$ cat src/hdl/epg_consts.svh
// register offsets, field positions and reset values of the pwm block
`ifndef EPG_CONSTS_SVH
`define EPG_CONSTS_SVH

// byte offsets of the registers inside one channel slot
`define EPG_CTRL_OFS      5'h00
`define EPG_CNT_OFS       5'h04
`define EPG_PER_OFS       5'h08
`define EPG_CMP_OFS       5'h0C
// prescaler word sits at the end of the last slot of each group
`define EPG_PRS_OFS       5'h1C
`define EPG_PRS0_ADDR     8'h7C
`define EPG_PRS1_ADDR     8'hFC
`define EPG_CH_STRIDE     8'h20

// channel control field positions
`define EPG_RUN_BIT       0
`define EPG_SYNC_BIT      1
`define EPG_INV_BIT       3
`define EPG_DIVS_LO       5
`define EPG_DIVS_HI       7
`define EPG_IRQE_BIT      8
`define EPG_FLAG_BIT      12

// group prescaler field positions
`define EPG_GATE_BIT      15
`define EPG_PSC_HI        7

// reset values
`define EPG_RST_16        16'h0000
`define EPG_RST_8         8'h00
`define EPG_RST_DIVS      3'h0

`endif

$ cat src/hdl/epg_pkg.sv
// types shared by the pwm generator modules
package epg_pkg;

    // channel divide select codes
    typedef enum logic [2:0] {
        EPG_DIV2   = 3'b000,
        EPG_DIV4   = 3'b001,
        EPG_DIV8   = 3'b010,
        EPG_DIV16  = 3'b011,
        EPG_BYPASS = 3'b100
    } epg_div_e;

    // count and period word
    typedef logic [15:0] epg_word_t;

endpackage : epg_pkg

$ cat src/hdl/epg_channel.sv
// one pwm channel: divider stage, counter and wave outputs
`timescale 1ns/1ps
`include "epg_consts.svh"

module epg_channel #(
    parameter int CNT_W = 16
) (
    // clock and reset
    input  wire logic             pclk,
    input  wire logic             presetn,
    // group tick and settings
    input  wire logic             group_tick,
    input  wire logic             run_control,
    input  wire logic             primary_out_polarity,
    input  wire logic [2:0]       channel_divide_select,
    input  wire logic [CNT_W-1:0] period,
    input  wire logic [CNT_W-1:0] duty_match_value,
    // software count load and group alignment
    input  wire logic             cnt_wr,
    input  wire logic [CNT_W-1:0] cnt_wdata,
    input  wire logic             force_wrap,
    // state and waves
    output logic [CNT_W-1:0]      tick_count,
    output logic                  natural_wrap,
    output logic                  wrap,
    output logic                  primary_wave_out,
    output logic                  complement_wave_out
);

    logic [3:0]       div_cnt_r;     // free divider count
    logic [3:0]       div_cnt_nxt;
    logic [CNT_W-1:0] cnt_r;         // channel counter
    logic [CNT_W-1:0] cnt_nxt;
    logic [CNT_W-1:0] cnt_inc;       // counter plus one
    logic             out_r;         // primary level
    logic             out_nxt;
    logic             comp_r;        // complement level
    logic [3:0]       div_mask;      // divider tap mask
    logic             bypass;
    logic             div_stop;
    logic             ch_tick;       // one counting step

    assign div_mask = 4'((5'h02 << channel_divide_select[1:0]) - 5'h01);
    // code 100 bypasses, other 1xx codes stop the clock
    assign bypass   = channel_divide_select == epg_pkg::EPG_BYPASS;
    assign div_stop = channel_divide_select[2] && !bypass;
    // tick on every group tick in bypass, else on every 2nd..16th group tick
    assign ch_tick  = run_control && group_tick && !div_stop &&
                      (bypass || ((div_cnt_r & div_mask) == div_mask));

    // divider restarts on stop so a new run has a clean phase
    assign div_cnt_nxt = !run_control ? 4'h0 :
                         group_tick   ? div_cnt_r + 4'h1 : div_cnt_r;

    // counter returns to zero at the period value
    assign natural_wrap = ch_tick && (cnt_r == period);
    // a forced wrap aligns this channel to the group
    assign wrap    = natural_wrap || (run_control && force_wrap);
    assign cnt_inc = cnt_r + {{(CNT_W-1){1'b0}}, 1'b1};

    assign cnt_nxt = cnt_wr  ? cnt_wdata :
                     wrap    ? '0 :
                     ch_tick ? cnt_inc : cnt_r;

    // start level, active level from the match
    assign out_nxt = !run_control ? primary_out_polarity :
                     cnt_wr       ? out_r :
                     wrap         ? ((duty_match_value == '0) ?
                                     !primary_out_polarity :
                                     primary_out_polarity) :
                     (ch_tick && cnt_inc == duty_match_value) ?
                                     !primary_out_polarity : out_r;

    // state flops
    always_ff @(posedge pclk or negedge presetn) begin
        if (!presetn) begin
            div_cnt_r <= 4'h0;
            cnt_r     <= '0;
            out_r     <= 1'b0;
            comp_r    <= 1'b1;
        end else begin
            div_cnt_r <= div_cnt_nxt;
            cnt_r     <= cnt_nxt;
            out_r     <= out_nxt;
            comp_r    <= !out_nxt;
        end
    end

    assign tick_count          = cnt_r;
    assign primary_wave_out    = out_r;
    assign complement_wave_out = comp_r;

    a_comp_inverse: assert property (
        @(posedge pclk) disable iff (!presetn)
        complement_wave_out == !primary_wave_out)
        else $error("complement is not the inverse");

    a_stop_level: assert property (
        @(posedge pclk) disable iff (!presetn)
        !run_control |=> primary_wave_out == $past(primary_out_polarity))
        else $error("stopped output not at start level");

    a_wrap_zero: assert property (
        @(posedge pclk) disable iff (!presetn)
        (natural_wrap && !cnt_wr) |=> tick_count == '0)
        else $error("counter did not return to zero");

    a_match_active: assert property (
        @(posedge pclk) disable iff (!presetn)
        (ch_tick && !wrap && !cnt_wr && cnt_inc == duty_match_value)
        |=> primary_wave_out == !$past(primary_out_polarity))
        else $error("output did not switch at match");

    a_wrap_start: assert property (
        @(posedge pclk) disable iff (!presetn)
        (wrap && !cnt_wr && duty_match_value != '0)
        |=> primary_wave_out == $past(primary_out_polarity))
        else $error("output not back at start level");

    a_bypass_tick: assert property (
        @(posedge pclk) disable iff (!presetn)
        (run_control && group_tick && bypass && !wrap && !cnt_wr)
        |=> tick_count == $past(tick_count) + 1'b1)
        else $error("bypass code did not pass group tick");

    c_natural_wrap: cover property (
        @(posedge pclk) disable iff (!presetn) natural_wrap);
    c_forced_wrap: cover property (
        @(posedge pclk) disable iff (!presetn)
        wrap && !natural_wrap);

endmodule : epg_channel

$ cat src/hdl/epg_top.sv
// eight channel pwm generator with apb register access
`timescale 1ns/1ps
`include "epg_consts.svh"

module epg_top #(
    parameter int N_CH  = 8,
    parameter int CNT_W = 16,
    parameter int PSC_W = 8
) (
    // clock and reset
    input  wire logic        pclk,
    input  wire logic        presetn,
    // apb slave
    input  wire logic [7:0]  paddr,
    input  wire logic        psel,
    input  wire logic        penable,
    input  wire logic        pwrite,
    input  wire logic [31:0] pwdata,
    output logic [31:0]      prdata,
    output logic             pready,
    output logic             pslverr,
    // wave pins
    output logic [N_CH-1:0]  primary_wave_out,
    output logic [N_CH-1:0]  complement_wave_out,
    // per channel interrupt requests
    output logic [N_CH-1:0]  cycle_irq
);

    localparam int N_GRP = 2;        // groups of four channels

    // channel settings
    logic [N_CH-1:0]  run_control_r;
    logic [N_CH-1:0]  sync_r;
    logic [N_CH-1:0]  primary_out_polarity_r;
    logic [N_CH-1:0]  cycle_irq_enable_r;
    logic [N_CH-1:0]  cycle_irq_flag_r;
    logic [N_CH-1:0]  cycle_irq_flag_nxt;
    logic [2:0]       channel_divide_select_r [N_CH];
    logic [CNT_W-1:0] period_r [N_CH];
    logic [CNT_W-1:0] duty_match_value_reg_r [N_CH];

    // group prescaler state
    logic [PSC_W-1:0] group_divide_value_r [N_GRP];
    logic [N_GRP-1:0] group_clock_gate_r;
    logic [PSC_W-1:0] psc_cnt_r [N_GRP];
    logic [PSC_W-1:0] psc_cnt_nxt [N_GRP];
    logic [N_GRP-1:0] group_tick_clock;  // one-cycle group ticks

    // bus side
    logic [31:0]      rdata_r;       // read word taken in setup
    logic [31:0]      rdata_nxt;
    logic             slverr_r;
    logic             slverr_nxt;
    logic             setup_ph;
    logic             wr_en;
    logic [2:0]       ch_sel;
    logic [4:0]       reg_sel;
    logic             sel_prs;
    logic             sel_ok;
    logic [N_CH-1:0]  wr_ctrl;
    logic [N_CH-1:0]  wr_cnt;
    logic [N_CH-1:0]  wr_per;
    logic [N_CH-1:0]  wr_cmp;
    logic [N_GRP-1:0] wr_prs;
    logic [N_CH-1:0]  flag_clr;

    // channel results
    logic [CNT_W-1:0] tick_count [N_CH];
    logic [N_CH-1:0]  nat_wrap;
    logic [N_CH-1:0]  ch_wrap;
    logic [N_CH-1:0]  force_wrap;
    logic [N_GRP-1:0] ref_wrap;      // reference channel wrapped

    // index of the running channel with the shortest period
    function automatic logic [1:0] epg_short_idx(
        input logic [4*CNT_W-1:0] pers,
        input logic [3:0]         run
    );
        logic [1:0]       best;
        logic [CNT_W-1:0] best_per;
        logic             found;
        best     = 2'h0;
        best_per = '1;
        found    = 1'b0;
        for (int k = 0; k < 4; k++) begin
            if (run[k] && (!found || pers[CNT_W*k +: CNT_W] < best_per)) begin
                best     = 2'(k);
                best_per = pers[CNT_W*k +: CNT_W];
                found    = 1'b1;
            end
        end
        return best;
    endfunction : epg_short_idx

    // address split: slot per channel, word inside the slot
    assign ch_sel   = paddr[7:5];
    assign reg_sel  = paddr[4:0];
    assign sel_prs  = (reg_sel == `EPG_PRS_OFS) && (ch_sel[1:0] == 2'h3);
    assign sel_ok   = sel_prs ||
                      reg_sel == `EPG_CTRL_OFS || reg_sel == `EPG_CNT_OFS ||
                      reg_sel == `EPG_PER_OFS  || reg_sel == `EPG_CMP_OFS;
    assign setup_ph = psel && !penable;
    // zero wait states, so the access phase is the write edge
    assign wr_en    = psel && penable && pwrite && sel_ok;

    // per channel write strobes
    genvar c;
    generate
        for (c = 0; c < N_CH; c++) begin : g_wr
            assign wr_ctrl[c] = wr_en && ch_sel == 3'(c) &&
                                reg_sel == `EPG_CTRL_OFS;
            assign wr_cnt[c]  = wr_en && ch_sel == 3'(c) &&
                                reg_sel == `EPG_CNT_OFS;
            assign wr_per[c]  = wr_en && ch_sel == 3'(c) &&
                                reg_sel == `EPG_PER_OFS;
            assign wr_cmp[c]  = wr_en && ch_sel == 3'(c) &&
                                reg_sel == `EPG_CMP_OFS;
            // writing one clears, zero leaves alone
            assign flag_clr[c] = wr_ctrl[c] && pwdata[`EPG_FLAG_BIT];
        end
    endgenerate

    assign wr_prs[0] = wr_en && sel_prs && !ch_sel[2];
    assign wr_prs[1] = wr_en && sel_prs && ch_sel[2];

    // a wrap in the clear cycle still sets the flag
    assign cycle_irq_flag_nxt = (cycle_irq_flag_r & ~flag_clr) | ch_wrap;
    // one request line per channel, gated by its enable
    assign cycle_irq = cycle_irq_flag_r & cycle_irq_enable_r;

    // channel setting registers
    always_ff @(posedge pclk or negedge presetn) begin
        if (!presetn) begin
            run_control_r          <= '0;
            sync_r                 <= '0;
            primary_out_polarity_r <= '0;
            cycle_irq_enable_r     <= '0;
            cycle_irq_flag_r       <= '0;
            for (int i = 0; i < N_CH; i++) begin
                channel_divide_select_r[i] <= `EPG_RST_DIVS;
                period_r[i]                <= `EPG_RST_16;
                duty_match_value_reg_r[i]  <= `EPG_RST_16;
            end
        end else begin
            cycle_irq_flag_r <= cycle_irq_flag_nxt;
            for (int i = 0; i < N_CH; i++) begin
                // run bit starts and stops the channel
                if (wr_ctrl[i]) begin
                    run_control_r[i]          <= pwdata[`EPG_RUN_BIT];
                    sync_r[i]                 <= pwdata[`EPG_SYNC_BIT];
                    primary_out_polarity_r[i] <= pwdata[`EPG_INV_BIT];
                    cycle_irq_enable_r[i]     <= pwdata[`EPG_IRQE_BIT];
                    channel_divide_select_r[i] <=
                        pwdata[`EPG_DIVS_HI:`EPG_DIVS_LO];
                end
                if (wr_per[i]) begin
                    period_r[i] <= pwdata[CNT_W-1:0];
                end
                // duty word, not clipped to the period
                if (wr_cmp[i]) begin
                    duty_match_value_reg_r[i] <= pwdata[CNT_W-1:0];
                end
            end
        end
    end

    // group prescalers
    genvar g;
    generate
        for (g = 0; g < N_GRP; g++) begin : g_psc
            // tick once per value+1 cycles while gated on
            assign group_tick_clock[g] = group_clock_gate_r[g] &&
                (psc_cnt_r[g] == group_divide_value_r[g]);
            assign psc_cnt_nxt[g] =
                !group_clock_gate_r[g] ? '0 :
                group_tick_clock[g]    ? '0 :
                psc_cnt_r[g] + {{(PSC_W-1){1'b0}}, 1'b1};

            always_ff @(posedge pclk or negedge presetn) begin
                if (!presetn) begin
                    group_divide_value_r[g] <= `EPG_RST_8;
                    group_clock_gate_r[g]   <= 1'b0;
                    psc_cnt_r[g]            <= `EPG_RST_8;
                end else begin
                    psc_cnt_r[g] <= psc_cnt_nxt[g];
                    if (wr_prs[g]) begin
                        group_divide_value_r[g] <= pwdata[`EPG_PSC_HI:0];
                        group_clock_gate_r[g]   <= pwdata[`EPG_GATE_BIT];
                    end
                end
            end
        end
    endgenerate

    // group alignment; each group looks only at its own four channels
    generate
        for (g = 0; g < N_GRP; g++) begin : g_sync
            logic [1:0] ref_idx;
            logic [3:0] grp_wrap;
            // every running channel takes part in the reference
            assign ref_idx  = epg_short_idx({period_r[4*g+3],
                                             period_r[4*g+2],
                                             period_r[4*g+1],
                                             period_r[4*g]},
                                            run_control_r[4*g +: 4]);
            assign grp_wrap = nat_wrap[4*g +: 4];
            // shortest running channel drives its own group only
            assign ref_wrap[g] = grp_wrap[ref_idx];
        end
    endgenerate

    // channel instances
    generate
        for (c = 0; c < N_CH; c++) begin : g_ch
            // synced channels restart with the reference
            assign force_wrap[c] = sync_r[c] && ref_wrap[c / 4];
            // channels 0-3 on group 0, 4-7 on group 1
            epg_channel #(
                .CNT_W (CNT_W)
            ) u_ch (
                .pclk                  (pclk),
                .presetn               (presetn),
                .group_tick            (group_tick_clock[c / 4]),
                .run_control           (run_control_r[c]),
                .primary_out_polarity  (primary_out_polarity_r[c]),
                .channel_divide_select (channel_divide_select_r[c]),
                .period                (period_r[c]),
                .duty_match_value      (duty_match_value_reg_r[c]),
                .cnt_wr                (wr_cnt[c]),
                .cnt_wdata             (pwdata[CNT_W-1:0]),
                .force_wrap            (force_wrap[c]),
                .tick_count            (tick_count[c]),
                .natural_wrap          (nat_wrap[c]),
                .wrap                  (ch_wrap[c]),
                .primary_wave_out      (primary_wave_out[c]),
                .complement_wave_out   (complement_wave_out[c])
            );
        end
    endgenerate

    // read word for the addressed register; reserved bits read zero
    // flag and live count are visible to software
    assign rdata_nxt =
        !sel_ok ? 32'h0000_0000 :
        sel_prs ? {16'h0000, group_clock_gate_r[ch_sel[2]], 7'h00,
                   group_divide_value_r[ch_sel[2]]} :
        reg_sel == `EPG_CTRL_OFS ?
            {19'h0, cycle_irq_flag_r[ch_sel], 3'h0,
             cycle_irq_enable_r[ch_sel], channel_divide_select_r[ch_sel],
             1'b0, primary_out_polarity_r[ch_sel], 1'b0,
             sync_r[ch_sel], run_control_r[ch_sel]} :
        reg_sel == `EPG_CNT_OFS ? {16'h0000, tick_count[ch_sel]} :
        reg_sel == `EPG_PER_OFS ? {16'h0000, period_r[ch_sel]} :
                                  {16'h0000, duty_match_value_reg_r[ch_sel]};
    assign slverr_nxt = !sel_ok;

    // read data is taken in the setup cycle so prdata comes from a flop;
    // the count therefore shows its value one cycle before the access edge
    always_ff @(posedge pclk or negedge presetn) begin
        if (!presetn) begin
            rdata_r  <= 32'h0000_0000;
            slverr_r <= 1'b0;
        end else if (setup_ph) begin
            rdata_r  <= rdata_nxt;
            slverr_r <= slverr_nxt;
        end
    end

    assign prdata  = rdata_r;
    assign pready  = 1'b1;
    assign pslverr = psel && penable && slverr_r;

    a_gate_off: assert property (
        @(posedge pclk) disable iff (!presetn)
        !group_clock_gate_r[0] |-> !group_tick_clock[0])
        else $error("group tick while prescaler gated off");

    a_psc_spacing: assert property (
        @(posedge pclk) disable iff (!presetn)
        (group_tick_clock[0] && group_divide_value_r[0] == 8'h01 &&
         !wr_prs[0]) ##1 !wr_prs[0]
        |-> !group_tick_clock[0]
            ##1 group_tick_clock[0])
        else $error("prescaler spacing wrong");

    a_flag_set: assert property (
        @(posedge pclk) disable iff (!presetn)
        ch_wrap[0] |=> cycle_irq_flag_r[0])
        else $error("wrap did not set the flag");

    a_flag_clear: assert property (
        @(posedge pclk) disable iff (!presetn)
        (flag_clr[0] && !ch_wrap[0]) |=> !cycle_irq_flag_r[0])
        else $error("write one did not clear the flag");

    a_irq_gate: assert property (
        @(posedge pclk) disable iff (!presetn)
        (cycle_irq_flag_r[0] && !cycle_irq_enable_r[0]) |-> !cycle_irq[0])
        else $error("request raised while disabled");

    a_group_split: assert property (
        @(posedge pclk) disable iff (!presetn)
        (force_wrap[6] && run_control_r[6]) |-> (|nat_wrap[7:4]))
        else $error("group one aligned by group zero");

    c_flag_cleared: cover property (
        @(posedge pclk) disable iff (!presetn)
        cycle_irq_flag_r[0] ##1 flag_clr[0] ##1 !cycle_irq_flag_r[0]);
    c_sync_pair: cover property (
        @(posedge pclk) disable iff (!presetn)
        force_wrap[1] && run_control_r[1] && !nat_wrap[1]);

endmodule : epg_top

$ cat config.mk
export PLATFORM = sky130hd
export DESIGN_NAME = epg_top
export DESIGN_NICKNAME = d
export VERILOG_FILES = /design/src/hdl/epg_pkg.sv /design/src/hdl/epg_channel.sv /design/src/hdl/epg_top.sv
export VERILOG_INCLUDE_DIRS = /design/src /design/src/hdl
export SDC_FILE = /design/constraint.sdc
export NUM_CORES = 2
export LEC_CHECK = 0
export BUFFER_PORTS_ARGS = -buffer_cell sky130_fd_sc_hd__buf_4
export CORE_ASPECT_RATIO = 1.5
export CORE_MARGIN = 5
export CORE_UTILIZATION = 50
export DETAILED_ROUTE_END_ITERATION = 8
export HOLD_SLACK_MARGIN = 0.02
export PLACE_DENSITY_LB_ADDON = 0.2
export SLEW_MARGIN = 20
export SYNTH_ARGS = -nofsm -noshare
export SYNTH_HDL_FRONTEND = slang
export SYNTH_SLANG_ARGS = --single-unit
$ cat constraint.sdc
create_clock -name pclk -period 8.5 [get_ports pclk]
set_input_delay 0.425 -clock pclk [delete_from_list [all_inputs] [get_ports pclk]]
set_output_delay 0.425 -clock pclk [all_outputs]
set_load 0.01 [all_outputs]
Word level (Yosys, flattened, before mapping)
Cells that the tools add are included.
{ "classes": {"n_div": 0, "reduce_logical": 214, "bitwise_logic": 14, "mux": 138, "order_cmp": 12, "shift": 8, "n_eq_ne": 54, "mul": 0, "add_sub_neg": 26} }
{ "op_table": {"columns": ["cell", "n"], "rows": [
  ["16-bit 2-to-1 mux", 41],
  ["16-bit == test", 16],
  ["16-bit binary-select mux with 3-bit select", 3],
  ["1-bit logical AND", 129],
  ["16-bit by 1-bit adder with 16-bit output (second input constant)", 8],
  ["16-bit logical NOT", 8],
  ["16-bit less-than comparator", 6],
  ["4-bit 2-to-1 mux", 16],
  ["1-bit 2-to-1 mux", 57],
  ["8-bit 2-to-1 mux", 7],
  ["1-bit logical NOT", 41],
  ["3-bit == test (second input constant)", 12],
  ["4-bit by 1-bit adder with 4-bit output (second input constant)", 8],
  ["4-bit bitwise AND", 8],
  ["4-bit == test", 8],
  ["2-bit by 2-bit left shift with 4-bit output (first input constant)", 8],
  ["4-bit by 1-bit subtractor with 4-bit output (second input constant)", 8],
  ["1-bit logical OR", 26],
  ["3-bit nonzero test", 8],
  ["8-bit by 1-bit adder with 8-bit output (second input constant)", 2],
  ["8-bit bitwise AND", 2],
  ["8-bit == test", 2],
  ["2-bit by 1-bit inequality test with 1-bit output (second input constant)", 8],
  ["1-bit binary-select mux with 3-bit select", 5],
  ["21 further kinds", 29]
]} }
{ "totals": {"regBits": 563, "mem_bits_ro": 0, "input_bits": 45, "latch_bits": 0, "ramBits": 0, "output_inout_bits": 58, "mem_count": 0, "elab_cells": 563} }

Longest topological paths before layout
{ "depth": {"ltp_word": 22, "mapped_depth": 36, "ltp_nobuf": 29} }

Hierarchy
Synthesis repeated with hierarchy kept, for this count alone.
{ "hier_totals": {"hier_cells": 3626, "hier_area_um2": 37945.1} }
{ "modules_own_cells": {"columns": ["mod", "n_inst", "area_each_um2", "cells_each", "seq_area_each_um2"], "rows": [
  ["epg_top", 1, 21259.1, 1658, 9283.9],
  ["epg_channel", 8, 2085.8, 246, 551.8]
]} }

Worst setup path before layout
OpenSTA, ideal clock, no wires.
{ "synth_timing": {"kind": "reg2reg", "startpoint": "register run_control_r[0]", "endpoint": "register g_ch[1].u_ch.cnt_r[4]", "setup_time_ns": 0.104, "stages_incl_launch_ff": 34, "n_path_buf": 5, "setup_slack_ns": 1.062, "synth_period_minus_slack_ns": 7.438, "t_required_ns": 8.396, "arrival_time_ns": 7.334, "path_cell_list": "dfrtp_1 clkbuf_1 clkbuf_1 nor2b_1 ha_1 a21o_1 a221o_1 a2111oi_4 a21oi_1 clkbuf_1 nand2_1 o21ai_0 ha_1 a21oi_1 o2111a_1 o22ai_1 inv_1 a311o_1 o21a_1 buf_6 clkbuf_1 o21a_1 ha_1 a21o_1 a21o_1 a211oi_1 o2bb2ai_1 and4bb_1 and3b_1 or3_1 a311o_2 a31oi_4 a32oi_1 o311ai_1"} }
{ "synth_via": {"elab_chain_cells": 20, "word_cells_on_any_way": 33, "classes_between": "order compare: 3; mux: 13; reduce/logical: 17"} }
{ "synth_lines": {"columns": ["item", "line", "rtl"], "rows": [
  ["start: declaration", "epg_top.sv:32", "logic [N_CH-1:0] run_control_r;"],
  ["start signal: indexed assignment", "epg_top.sv:149", "run_control_r[i] <= pwdata[`EPG_RUN_BIT];"],
  ["16-bit 2-to-1 mux or 1-bit 2-to-1 mux (tied branches)", "epg_top.sv:86", "if (run[k] && (!found || pers[CNT_W*k +: CNT_W] < best_per)) begin"],
  ["16-bit less-than comparator or 1-bit logical NOT (tied branches)", "epg_top.sv:86", null],
  ["1-bit logical OR", "epg_top.sv:86", null],
  ["1-bit logical AND", "epg_top.sv:86", null],
  ["16-bit 2-to-1 mux or 1-bit 2-to-1 mux (tied branches)", "epg_top.sv:86", null],
  ["16-bit less-than comparator or 1-bit logical NOT (tied branches)", "epg_top.sv:86", null],
  ["1-bit logical OR", "epg_top.sv:86", null],
  ["1-bit logical AND", "epg_top.sv:86", null],
  ["(+4 left out)", null, null],
  ["2-bit 2-to-1 mux", "epg_top.sv:86", null],
  ["1-bit binary-select mux with 2-bit select *", "epg_top.sv:208", "assign ref_wrap[g] = grp_wrap[ref_idx];"],
  ["1-bit 2-to-1 mux (not written as such) *", "epg_top.sv:208", null],
  ["1-bit logical AND *", "epg_top.sv:216", "assign force_wrap[c] = sync_r[c] && ref_wrap[c / 4];"],
  ["1-bit logical AND *", "epg_channel.sv:58", "assign wrap = natural_wrap || (run_control && force_wrap);"],
  ["1-bit logical OR *", "epg_channel.sv:58", null],
  ["16-bit 2-to-1 mux", "epg_channel.sv:62", "wrap ? '0 :"],
  ["16-bit 2-to-1 mux", "epg_channel.sv:61", "assign cnt_nxt = cnt_wr ? cnt_wdata :"],
  ["end signal: assignment", "epg_channel.sv:83", "cnt_r <= cnt_nxt;"],
  ["end: declaration", "epg_channel.sv:32", "logic [CNT_W-1:0] cnt_r;"]
]} }
Every way passes the cells marked *; elsewhere a longest branch is shown, timed or not. The select of a mux whose other input is x is not followed.
A chain may end at the register's enable or synchronous reset.

Worst setup path after layout
{ "layout_timing": {"startpoint": "register run_control_r[0]", "endpoint": "register g_ch[3].u_ch.cnt_r[11]"} }
{ "layout_via": {"elab_chain_cells": 20, "word_cells_on_any_way": 33, "classes_between": "order compare: 3; mux: 13; reduce/logical: 17"} }
{ "layout_lines": {"columns": ["item", "line"], "rows": [
  ["16-bit 2-to-1 mux or 1-bit 2-to-1 mux (tied branches)", "epg_top.sv:86"],
  ["16-bit less-than comparator or 1-bit logical NOT (tied branches)", "epg_top.sv:86"],
  ["1-bit logical OR", "epg_top.sv:86"],
  ["1-bit logical AND", "epg_top.sv:86"],
  ["16-bit 2-to-1 mux or 1-bit 2-to-1 mux (tied branches)", "epg_top.sv:86"],
  ["16-bit less-than comparator or 1-bit logical NOT (tied branches)", "epg_top.sv:86"],
  ["1-bit logical OR", "epg_top.sv:86"],
  ["1-bit logical AND", "epg_top.sv:86"],
  ["(+4 left out)", null],
  ["2-bit 2-to-1 mux", "epg_top.sv:86"],
  ["1-bit binary-select mux with 2-bit select *", "epg_top.sv:208"],
  ["1-bit 2-to-1 mux (not written as such) *", "epg_top.sv:208"],
  ["1-bit logical AND *", "epg_top.sv:216"],
  ["1-bit logical AND *", "epg_channel.sv:58"],
  ["1-bit logical OR *", "epg_channel.sv:58"],
  ["16-bit 2-to-1 mux", "epg_channel.sv:62"],
  ["16-bit 2-to-1 mux", "epg_channel.sv:61"],
  ["end signal: assignment", "epg_channel.sv:83"],
  ["end: declaration", "epg_channel.sv:32"]
]} }
Marked as above.

==> key figures <==
Floorplan
  • Die height: 343 um
  • Initial core utilization: 0.502
  • IO Count: 103
  • Num rows: 122
  • Die width: 232 um
  • Core area: 73600 um2
  • Die area: 79500 um2

Synthesis
  • Area contributors post-synth: dfrtp_1 (37%), mux2_2 (9.7%), mux4_2 (7.8%)
  • Top_reg_cell synth: dfrtp_1
  • Post-synth EDFFs: 0
  • Leading area contributor after synthesis: dfrtp_1
  • Syn Inst Count: 3647
  • Post-synth top cells: dfrtp_1 (539), nand2_1 (331), mux2_2 (318)
  • Synth Register Bits: 547
  • Syn Area/Cell: 10.1 um2
  • Share of Yosys cell area claimed by the top area cell type: 0.365
  • Synth Warn #: 0
  • Seq/Total Area, Yosys: 0.371
  • Mapped Area: 36900 um2
  • Most frequent cell after synthesis: dfrtp_1
  • Async SR Flop Fraction: 1.00
  • Yosys cell types: 100

Critical path
  • Crit-path max FO: 20
  • Crit path buf inv count: 7
  • Crit-path slowest cell: dfrtp_2
  • Max stage delay on crit path: 0.50 ns
  • Worst Setup Start Kind: flip-flop
  • Cell repeated most along the worst path: buf_4
  • Worst EP arrival: 8.65 ns
  • Crit. End Element: flip-flop
  • Type of the worst setup path: reg -> reg
  • CP Data Required Time: 9.05 ns
  • Top delay family on crit path: compound AO/OA/AOI/OAI gates

Timing
  • Min cycle time layout: 8.10 ns
  • Slew Viols, Final: 0
  • RSZ-0062 raised after global routing: false
  • Setup TNS: 0 ns
  • Period utilization: 0.953
  • Max_slew headroom: 0.207
  • Final number of setup-violating endpoints: 0
  • Fin. Hold Viols: 0
  • Skew final: 0.0221 ns
  • Actual slew at the worst max-slew pin: 1.18 ns
  • FMAX: 0.123 GHz

Power
  • Leak: 18.3 nW
  • Peak supply drop: 0.173 mV
  • Tot Pwr: 0.00600 W
  • Sequential Power Share: 0.438
  • P_sw: 0.00146 W
  • Power per cell area: 146 nW/um2
  • Clock power frac: 0.507
  • Sw Ratio: 0.243
  • Combinational share of power: 0.056
  • Cell-internal power: 0.00455 W

Global routing
  • GRT Resource Usage Total: 0.375
  • GR Overflow Total: 0
  • Largest net degree at the start of global routing: 147
  • First-pass GRT wire length: 216 mm
  • Vias in the first global route: 30200
  • Initial antenna violation count: 14

CTS
  • Post-CTS Setup Bufs: 0
  • Reg clk slew, reported paths: 0.07 ns
  • Clk Tree Root Cell: clkbuf_16
  • Max clock buf depth: 3
  • Clock Latency Late Sink: 0.68 ns
  • TritonCTS sink count: 547
  • TritonCTS clock tree: done
  • CTS Buf Count: 58
  • CTS HTree Levels: 2

Drt
  • Detailed-route wire length: 151 mm
  • DRT antenna net count: 0
  • Vias per cell: 6.70
  • Via total after detailed routing: 31300
  • # DRC: 0
  • Per-cell routed wire length: 32.4 um
  • Initial DRC Count: 3379
  • Detailed Routing Iterations Pass 1: 6

Finish
  • Fin util: 0.557
  • Fin nets: 3774
  • Layout cells sized above 1: 0.222
  • Area Growth Syn to Fin: 11.1%

Job
  • Max Cap Viol: 0

Place
  • I/O Buffers: 69
  • Detailed placement HPWL: 108 mm
  • Placer Congestion: 1.05

Run status
  • Status: completed

Worst hold path
  • Hold crit path type: in -> reg
## through the flow
stage / setup slack, ns / hold slack [ns] / area [um2] / cells
3_3_place_gp: 0.292 / 0.444 / 38600 / 4554
3_5_place_dp: 0.288 / 0.451 / 38600 / 4554
6_report: 0.401 / 0.0720 / 41000 / 4676
4_1_cts: 0.222 / 0.0595 / 40900 / 4665
2_1_floorplan: 1.06 / 0.129 / 37000 / 3662
5_1_grt: 0.0232 / 0.0791 / 41000 / 4667
## state kept, by name (all words and copies together), names as in the netlist, 2 cells and up, named ones only
signal / flops
g_ch.u_ch.tick_count: 128
channel_divide_select_r: 24
run_control_r: 8
prdata: 16
g_ch.u_ch.complement_wave_out: 8
period_r: 128
sync_r: 8
cycle_irq_flag_r: 8
psc_cnt_r: 16
group_divide_value_r: 16
primary_out_polarity_r: 8
g_ch.u_ch.div_cnt_r: 32
cycle_irq_enable_r: 8
duty_match_value_reg_r: 128
group_clock_gate_r: 2
## kinds of logic (layout without fill, tap and decap cells)
kind of cell | Yosys count | in the layout | share of synthesized area
other cells | 2 | 26 | 0.000203
buf+inv | 355 | 368 | 0.0405
compound gates | 639 | 639 | 0.121
mux | 488 | 488 | 0.187
xor+xnor | 405 | 405 | 0.0961
fa+ha+maj | 104 | 104 | 0.0353
flops | 547 | 547 | 0.371
simple gates | 1107 | 1107 | 0.149
## final timing paths
| kind | slack (ns) | depth (start not counted) | start | to |
|---|---|---|---|---|
| setup reg to reg | 0.40 | 33 | run_control_r[0] | g_ch[3].u_ch.tick_count[11] |
| setup / recovery | 0.40 | 33 | run_control_r[0] | g_ch[3].u_ch.tick_count[11] |
| hold reg to reg | 0.52 | 1 | prdata[7] | prdata[7] |
| min in group asynchronous | 0.32 | 2 | presetn | period_r[10] |
| max in group asynchronous | 6.41 | 5 | presetn | g_ch[5].u_ch.complement_wave_out |
| hold / removal | 0.07 | 4 | penable | slverr_r |
## layout make-up
class,instances,area [um2]
Antenna cell,9,22.5
Clock buffer,77,1630
Clock inverter,33,631
Fill cell,6622,32600
Inverter,44,165
Multi-Input combinational cell,2760,21800
Sequential cell,547,13700
Tap cell,992,1240
Timing Repair Buffer,214,1770
## per-layer routing
metal  up-vias  wire length, um  GRT usage
met5         -               46          0
met4         8            17200      0.317
met3       688            12300     0.0758
met2      1814            70200      0.606
met1     15600            51600      0.426
li1      13300                -          -
## worst reg2reg max path, delay by kind of cell (launching register included)
kind                       cells  cell delay, ns
and+or+nand+nor                7            1.52
buffers and inverters          7            1.18
adders and majority gates      3            0.96
AOI/OAI and AO/OA             16            3.86
DFF                            1            0.50
## cells in the final DEF (no fill, tap or decap), types with 52 or more instances in the layout
cell type	synthesis	layout
mux4_2	128	128
o21ai_0	164	163
xor2_1	167	167
mux2_2	318	318
nand4_1	59	59
nor4_1	71	69
clkbuf_16	0	58
buf_4	33	200
dfrtp_1	539	538
nor2b_1	59	59
and3_1	52	52
ha_1	104	104
o31ai_1	59	59
nor3_1	72	67
nand2_1	331	331
nor2_1	184	183
xnor2_1	238	238
a21oi_1	95	94
nand3_1	121	121
## power groups by stage
stage	combinational (W)	sequential [W]	clock [W]
CTS	0.000325	0.00263	0.00307
floorplan	0.000161	0.00267	0
global placement	0.000322	0.00267	0
finish	0.000333	0.00263	0.00304
global route	0.000348	0.00262	0.00317
detailed placement	0.000323	0.00267	0
## repair_timing
item                                    4_1_cts  5_1_grt
gates resized for setup                       0        6
endpoints found under the setup margin        0      101
hold buffers                                  1        0
endpoints found under the hold margin        70        0
(Power assumes the default switching activity.)
